===== config.mk =====
export PLATFORM = sky130hd
export DESIGN_NAME = gfs_cfg_block
export DESIGN_NICKNAME = d
export VERILOG_FILES = /design/src/rtl/gfs_pkg.sv /design/src/rtl/gfs_cfg_block.sv /design/src/rtl/gfs_dword_mux.sv
export VERILOG_INCLUDE_DIRS = /design/src /design/src/rtl
export SDC_FILE = /design/constraint.sdc
export NUM_CORES = 1
export LEC_CHECK = 0
export BUFFER_PORTS_ARGS = -buffer_cell sky130_fd_sc_hd__buf_2
export CAP_MARGIN = 20
export CORE_ASPECT_RATIO = 1.25
export CORE_MARGIN = 2
export CORE_UTILIZATION = 29
export DETAILED_ROUTE_END_ITERATION = 12
export PLACE_DENSITY_LB_ADDON = 0.1
export RECOVER_POWER = 50
export SYNTH_ARGS = -nofsm -noshare
export SYNTH_HDL_FRONTEND = slang
export SYNTH_SLANG_ARGS = --single-unit
export TNS_END_PERCENT = 100

===== constraint.sdc =====
create_clock -name i_mclk -period 1.2 [get_ports i_mclk]
set_input_delay 0.12 -clock i_mclk [delete_from_list [all_inputs] [get_ports i_mclk]]
set_output_delay 0.12 -clock i_mclk [all_outputs]
set_load 0.1 [all_outputs]

===== src/rtl/gfs_params.svh =====
// Offsets, field positions, reset values and timing for the function block.
`ifndef GFS_PARAMS_SVH
`define GFS_PARAMS_SVH

// Configuration byte offsets of the registers in this block, and of the capability pointer, which this block does not decode.
`define GFS_OFS_STATUS          8'h06
`define GFS_OFS_REVISION        8'h08
`define GFS_OFS_CLASS           8'h09
`define GFS_OFS_CAP_POINTER     8'h34

// Dword indices that hold those registers.
`define GFS_DW_STATUS           6'h01
`define GFS_DW_REVCLS           6'h02

// Bit position of each register inside its dword.
`define GFS_STATUS_LSB          5'h10
`define GFS_REVISION_LSB        5'h00
`define GFS_CLASS_LSB           5'h08

// Status register reset value and field positions.
`define GFS_STATUS_RESET        16'h0090
`define GFS_BIT_PARITY_FAULT    4'hf
`define GFS_BIT_SYSERR          4'he
`define GFS_BIT_INIT_ABORT      4'hd
`define GFS_BIT_COMP_ABORT      4'hc
`define GFS_BIT_SENT_ABORT      4'hb
`define GFS_BIT_TIMING_HI       4'ha
`define GFS_BIT_TIMING_LO       4'h9
`define GFS_SELECT_TIMING       2'h0
`define GFS_BIT_INIT_PARITY     4'h8
`define GFS_BIT_BACK_TO_BACK    4'h7
`define GFS_BIT_USER_FORMAT     4'h6
`define GFS_BIT_FAST_BUS        4'h5
`define GFS_BIT_CAPS_PRESENT    4'h4
`define GFS_BIT_INTR_STATUS     4'h3
`define GFS_BIT_RSVD_HI         4'h2

// Class code reset value and its three fields.
`define GFS_CLASS_RESET         24'h038000
`define GFS_BASE_CLASS          8'h03
`define GFS_SUB_CLASS           8'h80
`define GFS_PROG_IFACE          8'h00

// Cycles from a taken request to its answer.
`define GFS_ANSWER_CYCLES       2'h1

`endif


===== src/rtl/gfs_pkg.sv =====
// Types shared by the function configuration block.
package gfs_pkg;

	typedef logic [15:0] gfs_status_t;
	typedef logic [23:0] gfs_class_t;
	typedef logic [31:0] gfs_dword_t;

	typedef enum logic [1:0] {
		GFS_REG_NONE,
		GFS_REG_STATUS,
		GFS_REG_REVCLS
	} gfs_region_t;

endpackage


===== src/rtl/gfs_cfg_block.sv =====
// Status, revision and class code slice of the second graphics function.
`timescale 1ns/1ps
`include "gfs_params.svh"

// Summary of operation
// RULE1: Read-only status register, resets to 0090h.
// RULE2: Parity fault and system error bits read zero.
// RULE3: All three abort status bits read zero.
// RULE4: Select timing field bits 10:9 read 00.
// RULE5: Initiator data parity flag reads zero.
// RULE6: Back-to-back capable bit 7 reads one.
// RULE7: User format, fast bus, interrupt bits read zero.
// RULE8: Capabilities present bit 4 reads one.
// RULE9: Revision shares function zero's storage.
// RULE10: Class code reads 038000h, display non-VGA.
// RULE11: Writes ignored; reserved status bits read zero.
module gfs_cfg_block
	import gfs_pkg::*;
(
	input  wire logic        i_mclk,
	input  wire logic        i_srst,
	input  wire logic        i_cfg_rd,
	input  wire logic        i_cfg_wr,
	input  wire logic [7:0]  i_cfg_addr,
	input  wire logic [3:0]  i_cfg_be,
	input  wire logic [31:0] i_cfg_wdata,
	input  wire logic [7:0]  i_fn0_revision,
	output logic             o_cfg_ack,
	output logic             o_cfg_hit,
	output logic [31:0]      o_cfg_rdata
);

	gfs_status_t status_q;
	gfs_status_t status_d;
	gfs_class_t  class_q;
	gfs_class_t  class_d;
	gfs_dword_t  rdata_q;
	gfs_dword_t  rdata_d;
	logic        ack_q;
	logic        ack_d;
	logic        hit_q;
	logic        hit_d;
	gfs_region_t region;
	gfs_dword_t  mux_dword;
	logic [5:0]  dw_index;

	assign dw_index = i_cfg_addr[7:2];

	// Decode which of this block's dwords an access selects.
	always_comb begin
		if (dw_index == `GFS_DW_STATUS) begin
			region = GFS_REG_STATUS;
		end else if (dw_index == `GFS_DW_REVCLS) begin
			region = GFS_REG_REVCLS;
		end else begin
			region = GFS_REG_NONE;
		end
	end

	gfs_dword_mux u_mux (
		.i_region   (region),
		.i_status   (status_q),
		.i_revision (i_fn0_revision), // RULE9
		.i_class    (class_q),
		.o_dword    (mux_dword)
	);

	// Status and class contents are rebuilt from their fixed fields.
	always_comb begin
		status_d = '0;
		status_d[`GFS_BIT_PARITY_FAULT] = 1'b0; // RULE2
		status_d[`GFS_BIT_SYSERR]       = 1'b0; // RULE2
		status_d[`GFS_BIT_INIT_ABORT]   = 1'b0; // RULE3
		status_d[`GFS_BIT_COMP_ABORT]   = 1'b0; // RULE3
		status_d[`GFS_BIT_SENT_ABORT]   = 1'b0; // RULE3
		status_d[`GFS_BIT_TIMING_HI -: 2] = `GFS_SELECT_TIMING; // RULE4
		status_d[`GFS_BIT_INIT_PARITY]  = 1'b0; // RULE5
		status_d[`GFS_BIT_BACK_TO_BACK] = 1'b1; // RULE6
		status_d[`GFS_BIT_USER_FORMAT]  = 1'b0; // RULE7
		status_d[`GFS_BIT_FAST_BUS]     = 1'b0; // RULE7
		status_d[`GFS_BIT_CAPS_PRESENT] = 1'b1; // RULE8
		status_d[`GFS_BIT_INTR_STATUS]  = 1'b0; // RULE7
		status_d[`GFS_BIT_RSVD_HI -: 3] = 3'h0; // RULE11
		class_d = {`GFS_BASE_CLASS, `GFS_SUB_CLASS, `GFS_PROG_IFACE}; // RULE10
	end

	// Every access is answered one cycle later; writes change nothing.
	always_comb begin
		ack_d   = i_cfg_rd | i_cfg_wr; // RULE11
		hit_d   = (i_cfg_rd | i_cfg_wr) & (region != GFS_REG_NONE);
		rdata_d = '0;
		if (i_cfg_rd) begin
			rdata_d = mux_dword;
		end
	end

	always_ff @(posedge i_mclk) begin
		if (i_srst) begin
			status_q <= `GFS_STATUS_RESET; // RULE1
			class_q  <= `GFS_CLASS_RESET; // RULE10
			rdata_q  <= '0;
			ack_q    <= 1'b0;
			hit_q    <= 1'b0;
		end else begin
			status_q <= status_d; // RULE1
			class_q  <= class_d;
			rdata_q  <= rdata_d;
			ack_q    <= ack_d;
			hit_q    <= hit_d;
		end
	end

	assign o_cfg_ack   = ack_q;
	assign o_cfg_hit   = hit_q;
	assign o_cfg_rdata = rdata_q;

	logic rd_sts;
	logic rd_rc;
	logic wr_any;
	assign rd_sts = i_cfg_rd & (dw_index == `GFS_DW_STATUS);
	assign rd_rc  = i_cfg_rd & (dw_index == `GFS_DW_REVCLS);
	assign wr_any = i_cfg_wr & ~i_cfg_rd & (|i_cfg_be)
		& (|i_cfg_wdata | ~|i_cfg_wdata);

	// Fixed images rebuilt from the field positions, not the reset value.
	localparam logic [15:0] STATUS_ONES =
		(16'h0001 << `GFS_BIT_BACK_TO_BACK)
		| (16'h0001 << `GFS_BIT_CAPS_PRESENT);
	localparam logic [23:0] CLASS_IMAGE =
		{`GFS_BASE_CLASS, `GFS_SUB_CLASS, `GFS_PROG_IFACE};

	// One check per status bit against the field positions.
	for (genvar b = 0; b < 16; b++) begin : g_status_bit

	end

	// Remembers that a write was seen, so later reads can be checked.
	logic wrote_q;
	logic wrote_d;

	always_comb begin
		wrote_d = wrote_q | wr_any;
	end

	always_ff @(posedge i_mclk) begin
		if (i_srst) begin
			wrote_q <= 1'b0;
		end else begin
			wrote_q <= wrote_d;
		end
	end
endmodule


===== src/rtl/gfs_dword_mux.sv =====
// Places the block's registers into the dword that a read selects.
`timescale 1ns/1ps
`include "gfs_params.svh"

module gfs_dword_mux
	import gfs_pkg::*;
(
	input  wire gfs_region_t i_region,
	input  wire gfs_status_t i_status,
	input  wire logic [7:0]  i_revision,
	input  wire gfs_class_t  i_class,
	output gfs_dword_t       o_dword
);

	always_comb begin
		o_dword = '0;
		unique case (i_region)
			GFS_REG_STATUS: begin
				o_dword[`GFS_STATUS_LSB +: 16] = i_status;
			end
			GFS_REG_REVCLS: begin
				o_dword[`GFS_REVISION_LSB +: 8] = i_revision;
				o_dword[`GFS_CLASS_LSB +: 24]   = i_class;
			end
			GFS_REG_NONE: begin
				o_dword = '0;
			end
		endcase
	end

endmodule


==> results of run 1 <==
worst paths after layout:
kind                                  start              endpoint  slack [ps]
hold / removal                       i_srst  o_cfg_ack$_SDFF_PP0_          40
setup / recovery  o_cfg_rdata[2]$_SDFF_PP0_        o_cfg_rdata[2]          80
cell usage after synthesis, types with 3 or more instances:
cell / instances / area share
buf_4: 21 / 0.25
inv_1: 8 / 0.047
nor2_1: 3 / 0.018
dfxtp_1: 13 / 0.41
nor3_2: 8 / 0.13
cells by family after synthesis:
logic type / Yosys count / synth area share
xor+xnor: 1 / 0.01381
buf+inv: 31 / 0.3215
other cells: 1 / 0.005911
simple gates: 17 / 0.2485
flops: 13 / 0.4103
metrics by stage:
step	instance area [sq um]	hold WS [ps]	utilization	total power [mW]
2_1_floorplan	706.9	191.4	-	0.8235
3_3_place_gp	760.7	327.5	0.3753	0.8154
3_5_place_dp	760.7	326.9	0.3753	0.8158
4_1_cts	787.0	27.62	0.3883	1.083
5_1_grt	718.2	38.15	0.3543	1.102
6_report	718.2	41.65	0.3543	1.053
sequential cells by signal, summed over array words and instances, names as in the netlist:
name         cells
o_cfg_rdata     11
o_cfg_hit        1
o_cfg_ack        1
per-layer routing:
layer	part of all wire	up-vias	wire [um]
li1	-	222	-
met1	0.42	175	398
met2	0.41	39	388
met3	0.17	0	166
met4	0	0	0
met5	0	-	0
final cells by class:
cell class,count,share of cell area
multi-input combinational,38,0.2875
sequential,13,0.3641
tap,20,0.03484
clock buffer,4,0.03659
inverter,8,0.04181
timing repair buffer,34,0.2352
report_power, final:
part           internal (mW)  leakage [nW]  switching (mW)
combinational         0.0318         0.280           0.327
clock                  0.129        0.0150           0.131
sequential             0.434         0.106        0.000583
==> results_dict.tcl, run 1 <==
set metrics [dict create \
    ant_nets 0 \
    met1_usage 0.07241 \
    antenna_found_initial 0 \
    htreeDepth 1 \
    status "finished clean" \
    use_met3 0.06752 \
    timing.fmax_ghz 0.8945 \
    fillers 221 \
    synthToLayoutAreaGrowth_pct 13.22 \
    wirelength_um 952 \
    worst_slack_ps 82.11 \
    critPathSlowestCell "buf_2" \
    first_global_vias 332 \
    die_h_um 56.29 \
    arrival_ps 1000 \
    ys_seq_area_frac 0.4103 \
    multiInputGateArea_sq_um 206.4 \
    place_inst 113 \
    rows 18 \
    fin_crit_ps 1118 \
    met2_usage 0.1087 \
    nets 154 \
    path_clk_slew_ps 80 \
    maxCapViolCount 0 \
    synth.avg_cell_area_sq_um 10.07 \
    cp.depth 1 \
    drive_above_1_share 0.4021 \
    crit_chain "buf_2" \
    rsz0062_at_grt "false" \
    cp.required_ps 1080 \
    powerDensity_nw_per_um2 1467 \
    die_w_um 45.83 \
    syn-cell-area_sq_um 634.4 \
    syn_inst 63 \
    holdPathStages 2 \
    die-area_sq_um 2580 \
    clock_path_buffers 2 \
    viasPerCell 3.726 \
    critPathCaptureType "primary output" \
    critical-path-max-stage-delay_ps 420 \
    drt_first_iter_violations 0 \
    postCtsResizedCells 0 \
    cts_tree "done" \
    yosys_warnings 0 \
    tns_ps 0 \
    cp-start-kind "register" \
    crit_family "buffers and inverters" \
    n_antenna_cell 0 \
    fin_cells 117 \
    busiest_layer "met2" \
    hold_buffers 0 \
    seq_area_sq_um 261.5 \
    hp-class "in2reg" \
    setup_violations 0 \
    async_reset_ff_frac 0 \
    cts_sinks 13 \
    mostFrequentLayoutCells "buf_2 (30), conb_1 (20), dfxtp_1 (12)" \
    report.final.slew_viol_count 0 \
    mostFrequentLayoutCell "buf_2" \
    cts_setup_buffers 0 \
    yosys.cell_types.count 15 \
    io_buffers 31 \
    cts_made_buffers 3 \
    path_class "reg2out" \
    vias 436 \
    hold_violations 0 \
    gp_congestion 0.6189 \
    firstDrtPassIters 1 \
    synth_edf_count 0 \
    grt_pass1_wl_mm 1.324 \
    cp_max_fo 1 \
    coreArea_sq_um 2027 \
    root_buffer "clkbuf_4" \
    fin_crit_sh 0.9316 \
    drcViolationCount 0 \
    ys_seq_elements 13 \
    worst-path-buf-inv 1 \
    pre_cts_ws_ps 16.34 \
    initial_core_util 0.3130 \
    overflow 0 \
    synth-main-ff-cell "dfxtp_1" \
    vdd_ir_drop_max_mv 0.6986 \
    track_usage 0.07357 \
    ioPinCount 90 \
    avgRoutedWirePerCell_um 8.137 \
    grt_max_degree 10 \
    p_leak_nw 0.4007 \
]
(Power assumes the default switching activity.)
==> inputs of run 2 (changes only) <==
--- a/config.mk
+++ b/config.mk
@@ -12,6 +12,7 @@
 export CORE_MARGIN = 2
 export CORE_UTILIZATION = 29
 export DETAILED_ROUTE_END_ITERATION = 12
+export HOLD_SLACK_MARGIN = 0.06
 export PLACE_DENSITY_LB_ADDON = 0.1
 export RECOVER_POWER = 50
 export SYNTH_ARGS = -nofsm -noshare
==> run 2 against run 1 <==
Clock power is 2% lower. Via count is 1.6% higher. Sequential share of layout area down 1.5 points. Design area is 4.2% higher. Total power increased by 0.21%. Global-route usage is 0.12 points higher. Die area did not move. Count of clock-buffer cells in the layout unchanged. Sequential cell count is the same.
==> results_dict.tcl, run 2 (synthesis results as in run 1) <==
set metrics [dict create \
    tns_ps 0 \
    coreArea_sq_um 2027 \
    cp-start-kind "register" \
    holdPathStages 3 \
    min_delay_worst_endpoint "o_cfg_rdata[6]$_SDFF_PP0_" \
    drive_above_1_share 0.4141 \
    avgRoutedWirePerCell_um 8.168 \
    power_frac_comb 0.347 \
    viasPerCell 3.723 \
    ioPinCount 90 \
    cts_sinks 13 \
    antenna_found_initial 0 \
    die_w_um 45.83 \
    grt_pass1_wl_mm 1.359 \
    fillers 218 \
    crit_family "buffers and inverters" \
    rows 18 \
    nets 156 \
    status "finished clean" \
    cts_setup_buffers 0 \
    critPathCaptureType "primary output" \
    cts_tree "done" \
    largest_register_ff_count 11 \
    die_h_um 56.29 \
    worst_hold_slack_ps 72.26 \
    track_usage 0.07481 \
    report.final.slew_viol_count 0 \
    critical-path-max-stage-delay_ps 420 \
    arrival_ps 990 \
    critPathSlowestCell "buf_2" \
    powerDensity_nw_per_um2 1411 \
    power.internal_uw 599.0 \
    mostFrequentLayoutCell "buf_2" \
    ant_nets 0 \
    path_clk_slew_ps 70 \
    worst-path-buf-inv 1 \
    fin_cells 119 \
    fin_crit_ps 1114 \
    maxCapViolCount 0 \
    vias 443 \
    critPathLaunch "o_cfg_hit$_SDFF_PP0_" \
    io_buffers 31 \
    rsz0062_at_grt "false" \
    p_leak_nw 0.4096 \
    p_sw_frac 0.4326 \
    clock_path_buffers 2 \
    timing.fmax_ghz 0.8976 \
    p_switching_uw 456.6 \
    min-delay-start "i_fn0_revision[6]" \
    setup_violations 0 \
    synthToLayoutAreaGrowth_pct 17.95 \
    cp_max_fo 1 \
    mostFrequentLayoutCells "buf_2 (30), conb_1 (20), dfxtp_1 (12)" \
    grt_max_degree 10 \
    place_inst 113 \
    cp.required_ps 1080 \
    fin_crit_sh 0.9284 \
    pwr-share-clk 0.241 \
    initial_core_util 0.3130 \
    drt_first_iter_violations 3 \
    gp_congestion 0.6189 \
    root_buffer "clkbuf_4" \
    vdd_ir_drop_max_mv 0.6960 \
    firstDrtPassIters 2 \
    hp-class "in2reg" \
    drcViolationCount 0 \
    wirelength_um 972 \
    path_class "reg2out" \
    first_global_vias 340 \
    cts_made_buffers 3 \
    overflow 0 \
    die-area_sq_um 2580 \
    crit_chain "buf_2" \
    htreeDepth 1 \
    seqPwrFrac 0.412 \
    hold_violations 0 \
    n_antenna_cell 0 \
]
[run 2: changes by cell type in the layout (fill, tap and decap cells not counted), sizes merged]
cell         before  now
dlygate4sd3       0    2
[run 2: power by group through the flow]
stage / Sequential (mW) / Clock [mW] / Combinational, mW
floorplan: 0.471 / 0 / 0.352
global placement: 0.445 / 0 / 0.370
detailed placement: 0.445 / 0 / 0.371
CTS: 0.435 / 0.276 / 0.376
global route: 0.435 / 0.297 / 0.377
finish: 0.435 / 0.255 / 0.366
[run 2: stage by stage]
step	area (sq um)	power [mW]	worst slack [ps]	util
3_3_place_gp	760.7	0.8154	19.00	0.3753
6_report	748.2	1.056	85.95	0.3691
2_1_floorplan	706.9	0.8235	58.24	-
5_1_grt	748.2	1.109	30.77	0.3691
4_1_cts	807.0	1.088	62.16	0.3981
3_5_place_dp	760.7	0.8158	16.34	0.3753
[run 2: final cells by class]
| cell class | instances | area [sq um] | share of cell area |
|---|---|---|---|
| multi-input cells | 38 | 216.5 | 0.2893 |
| inverters | 8 | 30.03 | 0.04013 |
| repair buffers | 36 | 188.9 | 0.2525 |
| clock buffers | 4 | 26.28 | 0.03512 |
| well taps | 20 | 25.02 | 0.03344 |
| flip-flops and latches | 13 | 261.5 | 0.3495 |
[run 2: metal layers]
| layer | routed length, um | global-route usage |
|---|---|---|
| met4 | 0 | 0.02449 |
| met5 | 0 | 0 |
| met2 | 410 | 0.1107 |
| met1 | 394 | 0.07436 |
| met3 | 167 | 0.06752 |
[run 2: worst max path at each step]
stage                                             to  slack (ps)  cells past startpoint
final                                      o_cfg_hit          90                      1
after global routing                 o_cfg_rdata[25]          30                      1
after CTS                                  o_cfg_hit          60                      1
after detailed placement  o_cfg_rdata[23]$_SDFF_PP0_          20                      4
after global placement     o_cfg_rdata[7]$_SDFF_PP0_          20                      4
after floorplan                      o_cfg_rdata[25]          60                      1
[run 2: timing repair]
action,in CTS,in global routing
endpoints found under the setup margin,0,0
hold buffers,2,0
endpoints found under the hold margin,3,0
resized for setup,0,0
[run 2: tightest hold or removal path, stage by stage]
cell and delay [ps]:
buf_2 90, inv_1 40, nor3_1 40
